===== src/core/scr_regs.vh =====
/*
  register map constants for the sense configuration and result slice.
  assumes a byte-wide register port with 8-bit addresses.
*/
// Behaviour
// - each sense config register holds a 3-bit sample-time selector in bits 6:4 that sets result resolution.
// - bits 3:2 of each sense config register pick how many consecutive sense samples are averaged.
// - bits 1:0 of each sense config register pick the sense full-scale range.
// - bit 7 of each sense config register reads zero and ignores writes.
// - at reset each sense config register loads sample time 101, averaging 00, range 11, bit 7 clear.
// - channel 1 sense config sits at 0BH and channel 2 at 0CH, both read/write.
// - each sense result is 12 bits in bits 15:4 of a 16-bit register, bits 3:0 read zero.
// - channel 1 sense result is at 0DH/0EH (high/low) and channel 2 at 0FH/10H.
// - each source result is 11 bits in bits 15:5 of a 16-bit register, bits 4:0 read zero.
// - the source result is unsigned with 19.531 mV per count, code 400h meaning 20 V.
// - channel 1 source result is at 11H/12H and channel 2 at 13H/14H.
// - all result registers are read-only, reset to zero, and host writes do nothing.
// - on the single-channel variant all channel 2 config and result bits read zero.
// - a write of any value to the one-shot register in standby starts one conversion cycle.
`ifndef SCR_REGS_VH
`define SCR_REGS_VH

// ***************************************************************
// addresses
// ***************************************************************
`define SCR_ADDR_ONE_SHOT     8'h09
`define SCR_ADDR_CH1_CFG      8'h0B
`define SCR_ADDR_CH2_CFG      8'h0C
`define SCR_ADDR_CH1_SENSE_HI 8'h0D
`define SCR_ADDR_CH1_SENSE_LO 8'h0E
`define SCR_ADDR_CH2_SENSE_HI 8'h0F
`define SCR_ADDR_CH2_SENSE_LO 8'h10
`define SCR_ADDR_CH1_SRC_HI   8'h11
`define SCR_ADDR_CH1_SRC_LO   8'h12
`define SCR_ADDR_CH2_SRC_HI   8'h13
`define SCR_ADDR_CH2_SRC_LO   8'h14

// ***************************************************************
// config fields and reset
// ***************************************************************
`define SCR_CFG_TIME_HI  6
`define SCR_CFG_TIME_LO  4
`define SCR_CFG_AVG_HI   3
`define SCR_CFG_AVG_LO   2
`define SCR_CFG_RNG_HI   1
`define SCR_CFG_RNG_LO   0
`define SCR_CFG_MASK     8'h7F
`define SCR_CFG_RESET    8'h53

// ***************************************************************
// result layout
// ***************************************************************
`define SCR_SENSE_W      12
`define SCR_SENSE_PAD    4
`define SCR_SRC_W        11
`define SCR_SRC_PAD      5
`define SCR_RES_W        16

`endif


===== src/core/scr_sense_regs.v =====
/*
  sense sampling configuration and measurement result registers, two channels.
  assumes a simple synchronous byte register port (addr, write strobe, data)
  from the serial management bus engine, and a converter that hands finished
  samples with a one-cycle done pulse.
*/
`timescale 1ns/1ps
`include "scr_regs.vh"

module scr_sense_regs #(
  parameter DUAL_CHANNEL = 1,
  // decode tables for the config codes live outside; these only fix widths
  parameter TIME_W       = 3,
  parameter AVG_W        = 2,
  parameter RNG_W        = 2
) (
  // clock and reset
  input  wire                       sys_clk,
  input  wire                       arst_n,
  // register port
  input  wire [7:0]                 reg_addr,
  input  wire                       reg_wr,
  input  wire [7:0]                 reg_wdata,
  output reg  [7:0]                 reg_rdata,
  // device state
  input  wire                       standby,
  // converter side
  input  wire                       conv_done,
  input  wire [`SCR_SENSE_W-1:0]    ch1_shunt_voltage,
  input  wire [`SCR_SENSE_W-1:0]    ch2_shunt_voltage,
  input  wire [`SCR_SRC_W-1:0]      ch1_supply_voltage,
  input  wire [`SCR_SRC_W-1:0]      ch2_supply_voltage,
  output reg                        single_conversion_trigger,
  // config fields to the front end
  output wire [TIME_W-1:0]          ch1_sense_sample_time,
  output wire [AVG_W-1:0]           ch1_sense_avg_count,
  output wire [RNG_W-1:0]           ch1_sense_range_or_result,
  output wire [TIME_W-1:0]          ch2_sense_sample_time,
  output wire [AVG_W-1:0]           ch2_sense_avg_count,
  output wire [RNG_W-1:0]           ch2_sense_range_or_result
);

  localparam CH2_ON = (DUAL_CHANNEL != 0) ? 1'b1 : 1'b0;

  // ***************************************************************
  // configuration registers
  // ***************************************************************
  reg  [7:0] ch1_cfg_reg;
  reg  [7:0] ch2_cfg_reg;
  wire [7:0] ch2_cfg_view;

  always @(posedge sys_clk or negedge arst_n) begin
    if (!arst_n) begin
      ch1_cfg_reg <= `SCR_CFG_RESET;
      ch2_cfg_reg <= `SCR_CFG_RESET;
    end else if (reg_wr) begin
      if (reg_addr == `SCR_ADDR_CH1_CFG)
        ch1_cfg_reg <= reg_wdata & `SCR_CFG_MASK;
      if (reg_addr == `SCR_ADDR_CH2_CFG)
        ch2_cfg_reg <= reg_wdata & `SCR_CFG_MASK;
    end
  end

  assign ch2_cfg_view = CH2_ON ? ch2_cfg_reg : 8'h00;

  assign ch1_sense_sample_time     = ch1_cfg_reg[`SCR_CFG_TIME_HI:`SCR_CFG_TIME_LO];
  assign ch1_sense_avg_count       = ch1_cfg_reg[`SCR_CFG_AVG_HI:`SCR_CFG_AVG_LO];
  assign ch1_sense_range_or_result = ch1_cfg_reg[`SCR_CFG_RNG_HI:`SCR_CFG_RNG_LO];
  assign ch2_sense_sample_time     = ch2_cfg_view[`SCR_CFG_TIME_HI:`SCR_CFG_TIME_LO];
  assign ch2_sense_avg_count       = ch2_cfg_view[`SCR_CFG_AVG_HI:`SCR_CFG_AVG_LO];
  assign ch2_sense_range_or_result = ch2_cfg_view[`SCR_CFG_RNG_HI:`SCR_CFG_RNG_LO];

  // ***************************************************************
  // one-shot trigger
  // ***************************************************************
  always @(posedge sys_clk or negedge arst_n) begin
    if (!arst_n)
      single_conversion_trigger <= 1'b0;
    else
      single_conversion_trigger <= reg_wr && standby &&
                                   (reg_addr == `SCR_ADDR_ONE_SHOT);
  end

  // ***************************************************************
  // result registers
  // ***************************************************************
  wire [`SCR_RES_W-1:0] ch1_sense_res;
  wire [`SCR_RES_W-1:0] ch2_sense_res;
  wire [`SCR_RES_W-1:0] ch1_src_res;
  wire [`SCR_RES_W-1:0] ch2_src_res;

  // 12-bit sense words, left aligned
  scr_result_hold #(.DW(`SCR_SENSE_W), .PAD(`SCR_SENSE_PAD)) u_ch1_sense (
    .sys_clk   (sys_clk),
    .arst_n    (arst_n),
    .load      (conv_done),
    .present   (1'b1),
    .sample    (ch1_shunt_voltage),
    .value_reg (ch1_sense_res)
  );
  scr_result_hold #(.DW(`SCR_SENSE_W), .PAD(`SCR_SENSE_PAD)) u_ch2_sense (
    .sys_clk   (sys_clk),
    .arst_n    (arst_n),
    .load      (conv_done),
    .present   (CH2_ON),
    .sample    (ch2_shunt_voltage),
    .value_reg (ch2_sense_res)
  );
  // 11-bit unsigned source words, 19.531 mV a count
  scr_result_hold #(.DW(`SCR_SRC_W), .PAD(`SCR_SRC_PAD)) u_ch1_src (
    .sys_clk   (sys_clk),
    .arst_n    (arst_n),
    .load      (conv_done),
    .present   (1'b1),
    .sample    (ch1_supply_voltage),
    .value_reg (ch1_src_res)
  );
  scr_result_hold #(.DW(`SCR_SRC_W), .PAD(`SCR_SRC_PAD)) u_ch2_src (
    .sys_clk   (sys_clk),
    .arst_n    (arst_n),
    .load      (conv_done),
    .present   (CH2_ON),
    .sample    (ch2_supply_voltage),
    .value_reg (ch2_src_res)
  );

  // ***************************************************************
  // read mux
  // ***************************************************************
  // result addresses are never decoded for write, so host writes do nothing
  always @* begin
    case (reg_addr)
      `SCR_ADDR_CH1_CFG:      reg_rdata = ch1_cfg_reg;
      `SCR_ADDR_CH2_CFG:      reg_rdata = ch2_cfg_view;
      `SCR_ADDR_CH1_SENSE_HI: reg_rdata = ch1_sense_res[15:8];
      `SCR_ADDR_CH1_SENSE_LO: reg_rdata = ch1_sense_res[7:0];
      `SCR_ADDR_CH2_SENSE_HI: reg_rdata = ch2_sense_res[15:8];
      `SCR_ADDR_CH2_SENSE_LO: reg_rdata = ch2_sense_res[7:0];
      `SCR_ADDR_CH1_SRC_HI:   reg_rdata = ch1_src_res[15:8];
      `SCR_ADDR_CH1_SRC_LO:   reg_rdata = ch1_src_res[7:0];
      `SCR_ADDR_CH2_SRC_HI:   reg_rdata = ch2_src_res[15:8];
      `SCR_ADDR_CH2_SRC_LO:   reg_rdata = ch2_src_res[7:0];
      default:                reg_rdata = 8'h00;
    endcase
  end

endmodule


===== src/core/scr_result_hold.v =====
/*
  one result register: latches a sample left-aligned in a 16-bit word.
  assumes data and strobe come from the conversion logic on sys_clk.
*/
`timescale 1ns/1ps
`include "scr_regs.vh"

module scr_result_hold #(
  parameter DW  = 12,
  parameter PAD = 4
) (
  // clock and reset
  input  wire                   sys_clk,
  input  wire                   arst_n,
  // sample side
  input  wire                   load,
  input  wire                   present,
  input  wire [DW-1:0]          sample,
  // register side
  output reg  [`SCR_RES_W-1:0]  value_reg
);

  // both bytes are taken in one edge, so a two-byte read with no load between its bytes sees one sample
  always @(posedge sys_clk or negedge arst_n) begin
    if (!arst_n) begin
      value_reg <= 16'h0000;
    end else if (load) begin
      if (present)
        value_reg <= {sample, {PAD{1'b0}}};
      else
        value_reg <= 16'h0000;
    end
  end

endmodule


===== config.mk =====
export PLATFORM = sky130hd
export DESIGN_NAME = scr_sense_regs
export DESIGN_NICKNAME = d
export VERILOG_FILES = /design/src/core/scr_sense_regs.v /design/src/core/scr_result_hold.v
export VERILOG_INCLUDE_DIRS = /design/src /design/src/core
export SDC_FILE = /design/constraint.sdc
export NUM_CORES = 1
export LEC_CHECK = 0
export BUFFER_PORTS_ARGS = -buffer_cell sky130_fd_sc_hd__buf_4
export CORE_MARGIN = 5
export CORE_UTILIZATION = 46
export CTS_CLUSTER_DIAMETER = 80
export DETAILED_ROUTE_END_ITERATION = 8
export HOLD_SLACK_MARGIN = 0.03
export PLACE_DENSITY = 0.86
export SKIP_LAST_GASP = 1
export SLEW_MARGIN = 10
export SYNTH_ARGS = -nofsm -noshare
export SYNTH_HDL_FRONTEND = slang
export SYNTH_SLANG_ARGS = --single-unit

===== constraint.sdc =====
create_clock -name sys_clk -period 1.77 [get_ports sys_clk]
set_clock_uncertainty 0.15 [all_clocks]
set_input_delay 0.2655 -clock sys_clk [delete_from_list [all_inputs] [get_ports sys_clk]]
set_output_delay 0.2655 -clock sys_clk [all_outputs]
set_load 0.02 [all_outputs]

Word level (Yosys, flattened, before mapping):

Cells that the tools add are included.

* eq/ne operators: 11
* multiplexer cells: 1
* reductions and logical operators: 4

Operators with widths (count)
* $pmux 8 s10: 1
* $eq 8x4->1 const B: 6
* $eq 8x5->1 const B: 5
* $reduce_and 2->1: 2
* $logic_and 1x1->1: 2

* register bits: 61
* bits of input ports: 67
* output and inout bits: 23
* word-level logic and storage cells: 23

Logic depth before layout (Yosys ltp):

* depth in word-level cells: 2
* mapped depth: 6
* depth with buffers taken out: 4

Hierarchy:

A second synthesis with hierarchy kept.

* cells, all modules: 338
* area, all modules: 3452.1 um2

Modules (own cells, without submodules)
* scr_sense_regs: instances 1, cells an instance 120, area each 1335.0 um2, sequential area each 385.4 um2
* scr_result_hold at u_ch1_src ...: instances 2, cells an instance 53, area each 538.0 um2, sequential area each 275.3 um2
* scr_result_hold at u_ch1_sense ...: instances 2, cells an instance 56, area each 520.5 um2, sequential area each 300.3 um2

Worst setup path after synthesis:

OpenSTA, ideal clock, no wires.

* kind: input-to-output
* from: in reg_addr[5]
* to: out reg_rdata[7]
* data arrival time: 1.818 ns
* data required time: 1.354 ns
* slack: -0.464 ns
* cell stages on the path: 5
* path buffers: 1
* cells stage by stage: or3_4 buf_6 nor3b_1 o21ai_0 a311oi_1

* word-level cells in the longest chain between the ends: 2
* elaborated cells on any way between the ends: 11
* classes of those cells: 10 x eq/ne; 1 x mux

Ends and longest elaborated chain
* from (decl): line scr_sense_regs.v:21 `input wire [7:0] reg_addr,`
* $eq 8x5->1 or $eq 8x4->1 (tied branches): line scr_sense_regs.v:132 `case (reg_addr)`
* $pmux 8 s10 (*): line scr_sense_regs.v:132
* to (decl): line scr_sense_regs.v:24 `output reg [7:0] reg_rdata,`

Every way passes the cells marked *; elsewhere a longest branch is shown, timed or not.

Final worst setup path:

* from: in reg_addr[6]
* to: out reg_rdata[6]

The elaborated chain is that of the path after synthesis.

==> flow_summary.toml <==
[run_status]
status = "complete, but fails checks"
violations = "negative setup slack"

[clock_tree]
cts_tree = "yes"
clock_sinks = 61
worstSkewPairLatency_ps = 350
htreeDepth = 3
root_buffer = "clkbuf_8"
cts_buffer_depth = 2
clk_pin_slew_ps = 70
cts-buffers-inserted = 9

[floorplan]
start_util_pct = 47.3
fp.dieW_um = 90.8
dieArea_mm2 = 0.00824
die_h_um = 90.8
pin_count = 90
core_mm2 = 0.00635
rows = 29

[sta]
timing.hold.ws_ps = 53.9
layout_worst_path_cycle_share_pct = 121
maxSlewHeadroom_pct = 72.8
finalCriticalPeriod_ps = 2140
rsz0062_at_grt = "true"
setup_ws_ps = -375
slew_violations = 0
setup_viol = 14
fmax_mhz = 466
worst_pin_slew_ps = 405
fin_setup_tns_ps = -2220
hold_violations = 0

[synth]
synth_top_cells_by_count = "dfrtp_1 (53), mux2_2 (52), mux2i_1 (11), clkbuf_1 (9), o21ai_0 (9)"
ys.flop_type = "dfrtp_1"
synthesis.area_mm2 = 0.00300
ys_seq_area_share_pct = 51.2
syn_nets = 304
ys_seq_elements = 61
synth_warnings = 0
async_flop_share_pct = 100
synth_area_leaders = "dfrtp_1 (44%), mux2_2 (20%), dfstp_2 (7.0%)"
synth_top_area_share_pct = 44.2
syn_inst = 237
yosys.area.top_type = "dfrtp_1"
synth_most_common_cell = "dfrtp_1"
synth_area_per_cell_um2 = 12.7
synth-edff-count = 0
synth.distinct_cells = 47

[route]
drtAntennaViolNets = 0
avgViaCountPerCell = 5.44
met2_length_mm = 4.82
top_layer_used = "met4"
drt-total-wl_mm = 9.36
drt_iter0_drc = 128
drt_first_pass_iters = 4
routedLengthMet1_mm = 3.72
post-route-drc-count = 0
wl_met3_um = 564
wire_per_inst_um = 18.9
dr_total_vias = 2685

[setup_path]
cp.required_ps = 1350
endpoint_kind = "output pin"
cp_num_buf_inv = 4
cp_top_family = "simple AND/OR/NAND/NOR gates"
cp_cell_sequence = "buf_6 > or3_4 > buf_4 > nor3_4 > buf_4 > a32oi_2 > o21ai_2 > buf_6"
crit_arrival_ps = 1730
cp_slowest_cell = "or3_4"
path_class = "input port to output pin"
slowest_delay_ps = 440
worstSetupStartpointType = "input port"
worstPathMaxFanout = 5

[finish]
postLayoutCellArea_mm2 = 0.00497
nets = 479
syn2layout_area_growth_pct = 65.7
diodes = 0
final_cells = 494
drive_gt1_share_pct = 57.1

[pwr]
vdd_drop_max_v = 0.000547
powerDensity_mw_per_mm2 = 747
leakagePower_nw = 2.27

[placement]
portBuffers = 88
place_area_mm2 = 0.00399
dpl.hpwl_mm = 6.10
place_congestion = 0.890
placed_cells = 415

[grt]
grt_antenna_before_repair = 0
grt-ovfl-total = 0
grt_use_total_pct = 22.9
grt_pass1_wl_mm = 14.8
grt_max_degree = 50
grt_pass1_vias = 2907

[job]
drv_cap = 0

[worst_hold_path]
hold_class = "input port to flip-flop"
==> layer usage <==
| layer | track usage (%) | vias up |
|---|---|---|
| met5 | 0 | - |
| met4 | 8.92 | 0 |
| met3 | 6.50 | 24 |
| met2 | 38.6 | 100 |
| met1 | 27.6 | 1321 |
| li1 | - | 1240 |
==> worst register-to-register path: cells and delay by family (launching register included) <==
kind     cells  cell delay, ps
buf+inv      1             140
mux          1             260
flops        1             380
==> final timing paths <==
path,cells past startpoint,start,slack [ps],end
hold / removal,3,reg_wr,50,single_conversion_trigger
hold reg to reg,1,u_ch2_src.value_reg[13],360,u_ch2_src.value_reg[13]
setup / recovery,8,reg_addr[6],-370,reg_rdata[6]
setup reg to reg,2,ch1_cfg_reg[2],730,ch1_cfg_reg[2]
max in group asynchronous,3,arst_n,650,ch2_cfg_reg[4]
min in group asynchronous,2,arst_n,240,u_ch2_sense.value_reg[10]
==> power by group <==
group / internal (mW) / switching, mW
logic: 0.414 / 0.286
registers: 1.52 / 0.0758
clock network: 0.865 / 0.555
total: 2.80 / 0.917
==> layout by cell type (no fill, tap or decap), types with 5 or more instances in the layout <==
cell / n
buf_4: 113
buf_6: 10
clkbuf_8: 11
dfrtp_1: 53
dfstp_2: 8
dlygate4sd3_1: 55
mux2_2: 51
mux2_4: 8
mux2i_1: 11
nand2_1: 8
nor2b_1: 5
o21ai_0: 5
==> kinds of logic (layout without fill, tap and decap cells) <==
| logic type | after synthesis | after routing | share of synthesized area (%) |
|---|---|---|---|
| buf+inv | 21 | 200 | 3.25 |
| mux | 70 | 70 | 26.7 |
| flops | 61 | 61 | 51.2 |
| simple gates | 48 | 49 | 10.2 |
| compound gates | 37 | 37 | 8.71 |
==> area by class of cell <==
type / instances / area, µm²
multi-input cells: 156 / 1550
inverters: 4 / 15.0
well taps: 77 / 96.3
clock inverters: 4 / 70.1
repair buffers: 180 / 1550
flip-flops and latches: 61 / 1540
clock buffers: 12 / 155
fillers: 388 / 1380
==> stage by stage <==
step	power (mW)	setup WS [ps]	utilization, %
after floorplan	1.87	-181	-
after global placement	2.15	-377	62.8
after detailed placement	2.17	-393	62.8
after CTS	3.72	-307	76.9
after global routing	3.87	-415	78.3
final	3.72	-375	78.3
==> repair_timing <==
item | 4_1_cts | 5_1_grt
buffers inserted | 1 | 6
endpoints found under the setup margin | 8 | 9
gates cloned | 1 | 0
hold endpoints to repair | 87 | 1
pin swaps | 10 | 10
resized for setup | 25 | 8
hold buffers | 54 | 1
No activity file was read; power rests on OpenSTA's default activity.
